--- src/logic/gpio_one_bit_pkg.sv ---
// Constants for the one-bit port with shared wait-request input.
// Assumes an APB master with 32-bit data and word-aligned registers.
package gpio_one_bit_pkg;
	// Printed register offsets are kept as indices; byte address is four times the index
	localparam int ADDR_W = 18;
	localparam logic [15:0] DIR_INDEX = 16'hFFC9;
	localparam logic [15:0] DATA_INDEX = 16'hFFCB;
	localparam logic [ADDR_W-1:0] DIR_ADDR = {DIR_INDEX, 2'h0};
	localparam logic [ADDR_W-1:0] DATA_ADDR = {DATA_INDEX, 2'h0};

	// Values after reset and hardware standby
	localparam logic [7:0] DIR_RESET = 8'h80;
	localparam logic [7:0] DATA_RESET = 8'h80;

	// Read-back fields
	localparam logic [7:0] DIR_READ_VALUE = 8'hFF;
	localparam logic [7:0] FIXED_ONE_MASK = 8'h80;
	localparam logic [7:0] ONES_GROUP_MASK = 8'h46;
	localparam logic [7:0] UNDEF_GROUP_MASK = 8'h38;
	localparam logic [7:0] UNDEF_READ_VALUE = 8'h00;
	localparam int PIN_BIT = 0;

	// Bus answer: one wait cycle in the access phase
	localparam int ANSWER_CYCLES = 1;

	typedef enum logic {BUS_IDLE, BUS_RESP} bus_st_t;
endpackage : gpio_one_bit_pkg

--- src/logic/gpio_one_bit_port.sv ---
// One-bit general-purpose port whose pin doubles as the wait-request input.
// Assumes an APB master on pclk and standby levels from the power controller on pclk.
//
// Operation
// Direction bit 0 set drives the pin; clear makes it an input.
// Direction register is write-only and reads back all ones.
// Direction register loads 0x80 on reset and hardware standby.
// Software standby keeps direction; an output pin keeps its level.
// Data register is 8-bit read/write; bit 0 is the pin output value.
// With direction bit set, a read returns the stored data bit.
// Data bit 7 ignores writes and always reads one.
// Bits 6, 2, 1 store; read stored if direction one, else one.
// Bits 5 to 3 store; read stored if direction one, else undefined.
// Data register loads 0x80 on reset and hardware standby, keeps in software standby.
// The pin is also the active-low wait request from external logic.
// Low pin in T2 of a three-state access with waits enabled inserts a wait.
// With direction bit 0 clear, data bit 0 reads the sampled pin.
// Writes take effect at access completion; fixed bits keep their values.
//
// Design decision made here: the APB slave port.
`timescale 1ns/1ps
module gpio_one_bit_port
	import gpio_one_bit_pkg::*;
(
	// Clock and reset
	input wire logic pclk,
	input wire logic presetn,
	// APB slave
	input wire logic psel,
	input wire logic penable,
	input wire logic pwrite,
	input wire logic [ADDR_W-1:0] paddr,
	input wire logic [31:0] pwdata,
	output logic [31:0] prdata,
	output logic pready,
	output logic pslverr,
	// Power modes
	input wire logic sw_standby,
	input wire logic hw_standby,
	// Port pin
	input wire logic port_pin_zero_in,
	output logic port_pin_zero_out,
	output logic port_pin_zero_oe,
	// Bus controller wait interface
	input wire logic wait_enable,
	input wire logic bus_t2,
	input wire logic bus_tw,
	output logic insert_wait
);
	// Address decode used by read and write paths
	function automatic logic addr_hit(input logic [ADDR_W-1:0] a, input logic [ADDR_W-1:0] r);
		addr_hit = (a == r);
	endfunction : addr_hit

	bus_st_t state_q;
	bus_st_t state_d;
	logic pready_q;
	logic pready_d;
	logic pslverr_q;
	logic pslverr_d;
	logic [31:0] prdata_q;
	logic [31:0] prdata_d;
	logic [7:0] port_direction_reg_q;
	logic [7:0] port_direction_reg_d;
	logic [7:0] port_data_reg_q;
	logic [7:0] port_data_reg_d;
	logic pin_out_q;
	logic pin_out_d;
	logic pin_oe_q;
	logic pin_oe_d;
	logic pin_level;
	logic [7:0] data_read;
	logic mapped;
	logic wr_done;

	// Pin level crosses into pclk before anything looks at it
	pin_sync2 u_sync
	(
		.pclk(pclk),
		.presetn(presetn),
		.async_in(port_pin_zero_in),
		.sync_out(pin_level)
	);

	// Wait request sampled from the same synchronised level
	wait_sampler u_wait
	(
		.pclk(pclk),
		.presetn(presetn),
		.wait_enable(wait_enable),
		.bus_t2(bus_t2),
		.bus_tw(bus_tw),
		.wait_req_n(pin_level),
		.insert_wait(insert_wait)
	);

	// Data read value, built per bit from the direction setting
	assign data_read[7] = 1'b1;
	assign data_read[PIN_BIT] = port_direction_reg_q[PIN_BIT] ?
		port_data_reg_q[PIN_BIT] : pin_level;
	genvar gi;
	generate
		for (gi = 1; gi < 7; gi++)
		begin : g_rd
			if (ONES_GROUP_MASK[gi])
			begin : g_ones
				assign data_read[gi] = port_direction_reg_q[gi] ?
					port_data_reg_q[gi] : 1'b1;
			end
			else
			begin : g_undef
				// Undefined read is given a fixed zero so the bus never carries X
				assign data_read[gi] = port_direction_reg_q[gi] ?
					port_data_reg_q[gi] : UNDEF_READ_VALUE[gi];
			end
		end
	endgenerate

	assign mapped = addr_hit(paddr, DIR_ADDR) | addr_hit(paddr, DATA_ADDR);
	assign wr_done = (state_q == BUS_RESP) & psel & penable & pwrite;

	// Bus handshake: one wait cycle, then a registered answer
	always_comb
	begin
		state_d = state_q;
		pready_d = 1'b0;
		pslverr_d = 1'b0;
		prdata_d = prdata_q;
		case (state_q)
			BUS_IDLE:
			begin
				if (psel && penable)
				begin
					state_d = BUS_RESP;
					pready_d = 1'b1;
					pslverr_d = ~mapped;
					prdata_d = 32'h0000_0000;
					if (!pwrite && addr_hit(paddr, DIR_ADDR))
					begin
						prdata_d = {24'h00_0000, DIR_READ_VALUE};
					end
					else if (!pwrite && addr_hit(paddr, DATA_ADDR))
					begin
						prdata_d = {24'h00_0000, data_read};
					end
				end
			end
			BUS_RESP:
			begin
				state_d = BUS_IDLE;
			end
			default:
			begin
				state_d = BUS_IDLE;
			end
		endcase
	end

	// Bus state registers
	always_ff @(posedge pclk or negedge presetn)
	begin
		if (!presetn)
		begin
			state_q <= BUS_IDLE;
			pready_q <= 1'b0;
			pslverr_q <= 1'b0;
			prdata_q <= 32'h0000_0000;
		end
		else
		begin
			state_q <= state_d;
			pready_q <= pready_d;
			pslverr_q <= pslverr_d;
			prdata_q <= prdata_d;
		end
	end

	// Register file: hardware standby wins, software standby freezes everything
	always_comb
	begin
		port_direction_reg_d = port_direction_reg_q;
		port_data_reg_d = port_data_reg_q;
		if (hw_standby)
		begin
			port_direction_reg_d = DIR_RESET;
			port_data_reg_d = DATA_RESET;
		end
		else if (!sw_standby && wr_done)
		begin
			if (addr_hit(paddr, DIR_ADDR))
			begin
				port_direction_reg_d = pwdata[7:0] | FIXED_ONE_MASK;
			end
			if (addr_hit(paddr, DATA_ADDR))
			begin
				port_data_reg_d = pwdata[7:0] | FIXED_ONE_MASK;
			end
		end
	end

	// Pin drivers mirror bit 0; they hold through software standby as the registers do
	always_comb
	begin
		pin_out_d = port_data_reg_d[PIN_BIT];
		pin_oe_d = port_direction_reg_d[PIN_BIT];
	end

	// Register and pin flip-flops
	always_ff @(posedge pclk or negedge presetn)
	begin
		if (!presetn)
		begin
			port_direction_reg_q <= DIR_RESET;
			port_data_reg_q <= DATA_RESET;
			pin_out_q <= 1'b0;
			pin_oe_q <= 1'b0;
		end
		else
		begin
			port_direction_reg_q <= port_direction_reg_d;
			port_data_reg_q <= port_data_reg_d;
			pin_out_q <= pin_out_d;
			pin_oe_q <= pin_oe_d;
		end
	end

	assign prdata = prdata_q;
	assign pready = pready_q;
	assign pslverr = pslverr_q;
	assign port_pin_zero_out = pin_out_q;
	assign port_pin_zero_oe = pin_oe_q;

	logic rd_dir;
	logic rd_data;
	assign rd_dir = pready_q & ~pwrite & addr_hit(paddr, DIR_ADDR);
	assign rd_data = pready_q & ~pwrite & addr_hit(paddr, DATA_ADDR);
endmodule : gpio_one_bit_port

--- src/logic/pin_sync2.sv ---
// Two-stage synchroniser for the port pin level.
// Assumes the pin is asynchronous to pclk; only the second stage leaves the module.
`timescale 1ns/1ps
module pin_sync2
(
	// Clock and reset
	input wire logic pclk,
	input wire logic presetn,
	// Asynchronous level in, synchronised level out
	input wire logic async_in,
	output logic sync_out
);
	logic meta_q;
	logic meta_d;
	logic sync_q;
	logic sync_d;

	// Next values: first stage feeds only the second
	always_comb
	begin
		meta_d = async_in;
		sync_d = meta_q;
	end

	// Pin idles high, so reset both stages to one to avoid a false wait request
	always_ff @(posedge pclk or negedge presetn)
	begin
		if (!presetn)
		begin
			meta_q <= 1'b1;
			sync_q <= 1'b1;
		end
		else
		begin
			meta_q <= meta_d;
			sync_q <= sync_d;
		end
	end

	assign sync_out = sync_q;
endmodule : pin_sync2

--- src/logic/wait_sampler.sv ---
// Wait-request sampler for the shared port pin.
// Assumes the bus controller reports its T2 and Tw states on pclk.
`timescale 1ns/1ps
module wait_sampler
(
	// Clock and reset
	input wire logic pclk,
	input wire logic presetn,
	// Bus controller state
	input wire logic wait_enable,
	input wire logic bus_t2,
	input wire logic bus_tw,
	// Synchronised active-low request level
	input wire logic wait_req_n,
	// Wait state request
	output logic insert_wait
);
	logic insert_q;
	logic insert_d;

	// Low pin in T2 starts waits, staying low in Tw keeps them going
	always_comb
	begin
		insert_d = wait_enable & (bus_t2 | bus_tw) & ~wait_req_n;
	end

	// Registered so the request is glitch free
	always_ff @(posedge pclk or negedge presetn)
	begin
		if (!presetn)
		begin
			insert_q <= 1'b0;
		end
		else
		begin
			insert_q <= insert_d;
		end
	end

	assign insert_wait = insert_q;
endmodule : wait_sampler

--- config.mk ---
export PLATFORM = sky130hd
export DESIGN_NAME = gpio_one_bit_port
export DESIGN_NICKNAME = d
export VERILOG_FILES = /design/src/logic/gpio_one_bit_pkg.sv /design/src/logic/gpio_one_bit_port.sv /design/src/logic/pin_sync2.sv /design/src/logic/wait_sampler.sv
export SDC_FILE = /design/constraint.sdc
export NUM_CORES = 1
export LEC_CHECK = 0
export BUFFER_PORTS_ARGS = -buffer_cell sky130_fd_sc_hd__buf_4
export CAP_MARGIN = 10
export CORE_UTILIZATION = 41
export DETAILED_ROUTE_END_ITERATION = 8
export GPL_TIMING_DRIVEN = 0
export PLACE_DENSITY = 0.78
export SLEW_MARGIN = 20
export SYNTH_ARGS = -nofsm -noshare
export SYNTH_HDL_FRONTEND = slang
export SYNTH_SLANG_ARGS = --single-unit
--- constraint.sdc ---
create_clock -name pclk -period 1.7 [get_ports pclk]
set_clock_uncertainty 0.15 [all_clocks]
set_input_delay 0.34 -clock pclk [delete_from_list [all_inputs] [get_ports pclk]]
set_output_delay 0.34 -clock pclk [all_outputs]
set_load 0.1 [all_outputs]
### Word-level counts from Yosys, hierarchy flattened

Cells that the tools add are included.

| storage, ports and cells | value |
|---|---|
| output and inout port bits | 37 |
| flip-flop bits (word level) | 52 |

| cells by class | value |
|---|---|
| eq/ne operators | 2 |
| bitwise gates (word level) | 10 |
| reduce and logical (&&, ||, !) cells | 12 |
| mux-type cells | 20 |

Operators by type and width:

| operator | number |
|---|---|
| $mux 7 | 6 |
| $eq 18x18->1 const B | 2 |
| $mux 8 | 2 |
| $mux 1 | 11 |
| $reduce_and 2->1 | 3 |
| $reduce_bool 2->1 | 3 |
| $and 1x1->1 | 5 |
| $logic_and 1x1->1 | 4 |
| $not 1->1 | 3 |
| $logic_not 1->1 | 2 |
| $or 1x1->1 | 2 |
| $pmux 1 s2 | 1 |

### Longest topological paths before layout

Gate-level depths: netlist (run 1).

| depth | value |
|---|---|
| depth after elaboration | 6 |
| depth in mapped cells | 6 |

### Cells and area by module

A second synthesis (run 1) with hierarchy kept.

| second synthesis, totals | value |
|---|---|
| cell total of the unflattened synthesis | 148 |
| area total of the unflattened synthesis | 1448.9 um2 |

By module, submodules not included:

| module | cells an instance | area each (um2) | instances | seq. area each (um2) |
|---|---|---|---|---|
| gpio_one_bit_port | 143 | 1355.0 | 1 | 600.6 |
| pin_sync2 | 2 | 52.6 | 1 | 52.6 |
| wait_sampler | 3 | 41.3 | 1 | 25.0 |

### Worst setup path after synthesis (run 1)

OpenSTA, ideal clock, no wires.

| path | value |
|---|---|
| path kind | reg-to-reg |
| from | register pready (netlist name) |
| to | register port_direction_reg_q[5] |
| buffers on the path | 2 |
| setup slack | -383 ps |
| required time | 1472 ps |
| stages on the path, launching flop included | 7 |
| data arrival time | 1855 ps |
| cell sequence | dfrtp_1 -> and3b_1 -> and4_1 -> buf_4 -> buf_6 -> nand4b_1 -> a21oi_1 |

RTL lines:

| item | RTL line | text |
|---|---|---|
| end signal: assignment | gpio_one_bit_port.sv:220 | `port_direction_reg_q <= port_direction_reg_d;` |
| end: declaration | gpio_one_bit_port.sv:63 | `logic [7:0] port_direction_reg_q;` |

### Worst setup path after layout (run 1)

| path | value |
|---|---|
| from | input port paddr[0] |
| to | register port_data_reg_q[4] |

| between the ends | value |
|---|---|
| longest elaborated chain between the ends | 3 |

Ends and longest elaborated chain:

| item | RTL line | text |
|---|---|---|
| start: declaration | gpio_one_bit_port.sv:32 | `input wire logic [ADDR_W-1:0] paddr,` |
| $eq 18x18->1 | n/a |  |
| $reduce_bool 2->1 (no line) | n/a |  |
| $reduce_and 2->1 (no line) | n/a |  |
| end signal: assignment | gpio_one_bit_port.sv:221 | `port_data_reg_q <= port_data_reg_d;` |
| end: declaration | gpio_one_bit_port.sv:65 | `logic [7:0] port_data_reg_q;` |

Every way passes these cells.
A chain may end at the register's enable or synchronous reset.

==> flow_metrics.env, run 1 <==
export IMPL_min_period_over_period_pct=94.2
export IMPL_path_clk_slew_ns=0.14
export IMPL_synth_seq_area_share_pct=47.0
export IMPL_drt_iter0_drc=42
export IMPL_grt_use_met3_pct=3.78
export IMPL_period_minus_slack_ns=1.60
export IMPL_drive_gt1_share_pct=38.1
export IMPL_htreeDepth=1
export IMPL_ys_top_cells_by_count="buf_4 (25), dfrtp_1 (25), o21ai_0 (21)"
export IMPL_ant_nets=0
export IMPL_clock_sinks=27
export IMPL_crit_arrival_ns=1.66
export IMPL_dp_hpwl_um=2300
export IMPL_drc=0
export IMPL_crit_path_cell_trace="buf_4 -> nand4b_1 -> or3_1 -> clkbuf_2 -> o21ai_0 -> a21oi_1"
export IMPL_cpLargestDelayFamily="simple AND/OR/NAND/NOR gates"
export IMPL_coreArea_um2=3360
export IMPL_synth_edf_count=0
export IMPL_multi_input_area_um2=623
export IMPL_yosysUniqueCellTypes=27
export IMPL_place_congestion=0.844
export IMPL_grt_ovfl_total=0
export IMPL_yosysWarningCount=0
export IMPL_synth_seq_cells=27
export IMPL_max_freq_ghz=0.624
export IMPL_use_met1_pct=21.9
export IMPL_whs_ns=0.0225
export IMPL_leakage_nw=1.02
export IMPL_post_place_cells=265
export IMPL_ioPinCount=98
export IMPL_slowest_delay_ns=0.48
export IMPL_cap_violations=0
export IMPL_endpoint_kind="register"
export IMPL_viasPerCell=4.69
export IMPL_port_buffers=48
export IMPL_cp_required_ns=1.76
export IMPL_wl_per_cell_um=11.3
export IMPL_worst_setup_path_type="input port to register"
export IMPL_synth_top_area_share_pct=43.3
export IMPL_worstSkewPairLatency_ns=0.33
export IMPL_synthFlopType="dfrtp_1"
export IMPL_grt_use_total_pct=18.2
export IMPL_clk_path_buf_depth=2
export IMPL_route_vias_total=1277
export IMPL_cts_made_buffers=3
export IMPL_syn_area_per_cell_um2=9.76
export IMPL_timing_final_ws_setup_ns=0.0986
export IMPL_status="finished clean"
export IMPL_hold_viol=0
export IMPL_grt_pass1_vias=1140
export IMPL_place_ws_ns=-0.274
export IMPL_rsz0062_at_grt="false"
export IMPL_cts_resized=0
export IMPL_die_x_um=61.3
export IMPL_tns_ns=0
export IMPL_cts_tree="built"
export IMPL_grt_pass1_wl_um=4940
export IMPL_fp_dieH_um=61.3
export IMPL_cp_max_fo=10
export IMPL_syn_area_um2=1440
export IMPL_report_final_slew_viol_count=0
export IMPL_fin_cells=272
export IMPL_ir_drop_mv=0.511
export IMPL_slowest_stage="or3_1"
export IMPL_fp_row_count=21
export IMPL_grt_busiest_layer="met2"
export IMPL_antenna_found_initial=0
export IMPL_dieArea_um2=3760
export IMPL_setup_violations=0
export IMPL_path_buf_inv=2
export IMPL_largest_register_ffs=8
export IMPL_grt_max_degree=28
export IMPL_cts_root_buf="clkbuf_4"
export IMPL_netlist_instances=148
export IMPL_start_util_pct=42.9
export IMPL_synth_area_leaders="dfrtp_1 (43%), buf_4 (13%), o21ai_0 (7.3%)"
export IMPL_synthArstFlopShare_pct=100
export IMPL_area_delta_synth_final_pct=39.2
export IMPL_yosysTopAreaCell="dfrtp_1"
export IMPL_power_density_nw_per_um2=681
export IMPL_drt_pass1_iter_count=4
export IMPL_fillers=326
export IMPL_layout_nets=288
export IMPL_seq_area_um2=682
export IMPL_hold_class="input port to register"
export IMPL_totalWireLength_um=3060
export IMPL_diodes=0
export IMPL_start_kind="input port"
export IMPL_grt_util_met2_pct=32.0
==> where the power goes <==
group	switching, mW	internal [mW]	total (mW)
combinational	0.320	0.112	0.432
clock	0.190	0.0923	0.282
sequential	0.00236	0.651	0.654
==> worst register-to-register path, cell delays in order, from the launching register on <==
cell and delay (ns):
dfrtp_4 0.50, and3b_1 0.21, and4_1 0.16, buf_6 0.12, buf_6 0.13, nand4b_1 0.09, a21oi_1 0.07
==> worst paths after layout <==
path	start	end	slack (ns)	depth (start not counted)
max	paddr[0]	port_data_reg_q[4]	0.1	6
min	hw_standby	port_data_reg_q[6]	0.02	2
max reg2reg	pready	port_direction_reg_q[2]	0.14	6
min reg2reg	u_sync.meta_q	u_sync.sync_out	0.22	0
max in group asynchronous	presetn	u_sync.meta_q	0.82	2
min in group asynchronous	presetn	prdata[6]	0.28	2
==> metal layers <==
layer	routed length, µm	part of all wire [%]
met1	1380	45
met2	1510	49
met3	136	4.4
met4	31	1.0
met5	0	0
==> what timing repair did <==
action | in CTS | in global routing
setup endpoints to repair | 0 | 7
buffers inserted | 0 | 1
hold endpoints to repair | 26 | 0
hold buffers | 2 | 0
==> through the flow <==
step / total power, mW / cell area [µm²] / utilization (%)
2_1_floorplan: 0.996 / 1540 / -
3_3_place_gp: 1.09 / 1960 / 58.1
3_5_place_dp: 1.09 / 1960 / 58.1
4_1_cts: 1.38 / 2000 / 59.5
5_1_grt: 1.42 / 2010 / 59.7
6_report: 1.37 / 2010 / 59.7
==> cell families after synthesis <==
kind of cell	count (synthesis)	share of synthesized area, %
other cells	1	0.260
mux	1	0.693
buf+inv	33	15.9
flops	27	47.0
compound gates	39	14.1
simple gates	47	22.1
==> cell usage in the layout, fill, tap and decap left out, drive strengths merged <==
cell type    Yosys  layout
inv              1       1
and2             2       2
clkbuf           4       8
nand3b           1       1
a21boi           3       3
and3             1       1
buf             28      77
nor3             1       1
a21oi           14      14
nand2           11      11
or3              1       1
dfstp            2       2
nor4b            1       1
dlygate4sd3      0       2
dfrtp           25      25
a31oi            1       1
conb             1      24
and4             1       1
nor3b            1       1
nand4           11      11
nand4b           9       9
and3b            3       3
nor2             4       4
o21ai           21      21
mux2i            1       1
==> layout make-up <==
type / count / area share (%)
sequential: 27 / 33.9
multi-input combinational: 111 / 31.0
buffer: 32 / 11.4
tap: 46 / 2.86
clock buffer: 4 / 1.31
timing repair buffer: 51 / 19.3
inverter: 1 / 0.187
No activity file was read; power rests on OpenSTA's default activity.
==> run 2: changes to the inputs <==
- PLACE_DENSITY: 0.78 -> 0.77
==> run 2 against run 1 <==
Non-clock buffer count unchanged. Critical endpoint is now port_data_reg_q[3]. Flip-flop and latch count stayed put. Routed wire length rose by 0.56%. Register-to-register slack is essentially flat. Sequential share of layout area decreased by 0.11 points.
==> flow_metrics.env, run 2 (synthesized netlist as in run 1, its figures left out) <==
export IMPL_grt_pass1_wl_um=4910
export IMPL_path_buf_inv=2
export IMPL_cts_resized=0
export IMPL_rsz0062_at_grt="false"
export IMPL_whs_ns=0.0720
export IMPL_fp_dieH_um=61.3
export IMPL_start_kind="input port"
export IMPL_area_delta_synth_final_pct=39.6
export IMPL_mostFrequentLayoutCells="buf_4 (72), conb_1 (24), dfrtp_1 (24), o21ai_0 (21), a21oi_1 (14)"
export IMPL_ir_drop_mv=0.373
export IMPL_cp_required_ns=1.77
export IMPL_clock_sinks=27
export IMPL_hold_class="input port to register"
export IMPL_grt_max_degree=28
export IMPL_cts_tree="built"
export IMPL_seq_area_um2=682
export IMPL_htreeDepth=1
export IMPL_grt_pass1_vias=1113
export IMPL_port_buffers=48
export IMPL_post_cts_buffers=0
export IMPL_drive_gt1_share_pct=38.1
export IMPL_place_congestion=0.827
export IMPL_antenna_found_initial=0
export IMPL_fin_cells=272
export IMPL_cp_max_fo=10
export IMPL_crit_arrival_ns=1.65
export IMPL_clk_path_buf_depth=2
export IMPL_slowest_delay_ns=0.47
export IMPL_fp_row_count=21
export IMPL_final_common_cell="buf_4"
export IMPL_diodes=0
export IMPL_multi_input_area_um2=623
export IMPL_crit_path_cell_trace="buf_4 -> nand4b_1 -> or3_1 -> clkbuf_2 -> o21ai_0 -> a21oi_1"
export IMPL_path_clk_slew_ns=0.15
export IMPL_layout_nets=288
export IMPL_power_density_nw_per_um2=685
export IMPL_fillers=324
export IMPL_dp_hpwl_um=2320
export IMPL_dieArea_um2=3760
export IMPL_post_place_cells=265
export IMPL_fin_util_pct=59.9
export IMPL_slowest_stage="or3_1"
export IMPL_setup_violations=0
export IMPL_cts_root_buf="clkbuf_4"
export IMPL_start_util_pct=42.9
export IMPL_cpLargestDelayFamily="simple AND/OR/NAND/NOR gates"
export IMPL_design_area_um2=2020
export IMPL_viasPerCell=4.70
export IMPL_grt_use_total_pct=18.1
export IMPL_drt_pass1_iter_count=4
export IMPL_leakage_nw=1.02
export IMPL_min_period_over_period_pct=93.2
export IMPL_totalWireLength_um=3080
export IMPL_drc=0
export IMPL_max_freq_ghz=0.631
export IMPL_placed_area_um2=1960
export IMPL_route_vias_total=1278
export IMPL_die_x_um=61.3
export IMPL_cts_made_buffers=3
export IMPL_report_final_slew_viol_count=0
export IMPL_drt_iter0_drc=45
export IMPL_wl_per_cell_um=11.3
export IMPL_largest_register_ffs=8
export IMPL_status="finished clean"
export IMPL_ioPinCount=98
export IMPL_hold_viol=0
export IMPL_power_mw=1.38
export IMPL_endpoint_kind="register"
export IMPL_worstSkewPairLatency_ns=0.34
export IMPL_ant_nets=0
export IMPL_worst_setup_path_type="input port to register"
export IMPL_cap_violations=0
export IMPL_period_minus_slack_ns=1.58
export IMPL_coreArea_um2=3360
export IMPL_grt_ovfl_total=0
==> run 2: layout make-up <==
type / instances / area share (%)
buffer: 32 / 11.4
inverter: 1 / 0.186
multi-input combinational: 111 / 30.9
sequential: 27 / 33.8
clock inverter: 1 / 0.372
tap: 46 / 2.86
clock buffer: 3 / 1.12
timing repair buffer: 51 / 19.4
==> run 2: routing by layer <==
metal	track usage [%]	share of wire, %	wire (µm)
met5	0	0	0
met4	7.62	1.1	34
met3	2.73	5.2	160
met1	22.5	42	1300
met2	31.4	51	1580
==> run 2: through the flow <==
stage	setup WS, ns	setup TNS, ns
floorplan	0.0203	0
global placement	-0.224	-3.87
detailed placement	-0.259	-4.53
CTS	0.108	0
global route	0.00489	0
finish	0.116	0
==> run 2: repair_timing <==
action,CTS,global route
setup endpoints to repair,0,0
hold buffers,2,1
endpoints found under the hold margin,26,2
==> run 2: report_power, final <==
group	internal, mW	switching [mW]	total, mW
clock	0.0903	0.203	0.293
sequential	0.651	0.00281	0.654
combinational	0.114	0.319	0.433
total	0.855	0.525	1.38
==> run 2: path summary, 6_finish.rpt <==
path | slack [ns] | depth (start not counted) | from | to
setup / recovery | 0.12 | 6 | paddr[0] | port_data_reg_q[3]
hold / removal | 0.07 | 2 | paddr[5] | pslverr
setup reg to reg | 0.13 | 4 | pready | prdata[5]
hold reg to reg | 0.22 | 0 | u_sync.meta_q | u_sync.sync_out
max in group asynchronous | 0.83 | 2 | presetn | u_sync.sync_out
min in group asynchronous | 0.27 | 2 | presetn | port_direction_reg_q[5]
==> run 2: worst reg2reg max path: cells and delay by family, from the launching register on <==
family / cells / cell delay, ns
AO/OA/AOI/OAI: 1 / 0.27
flip-flops: 1 / 0.50
AND/OR/NAND/NOR: 3 / 0.58
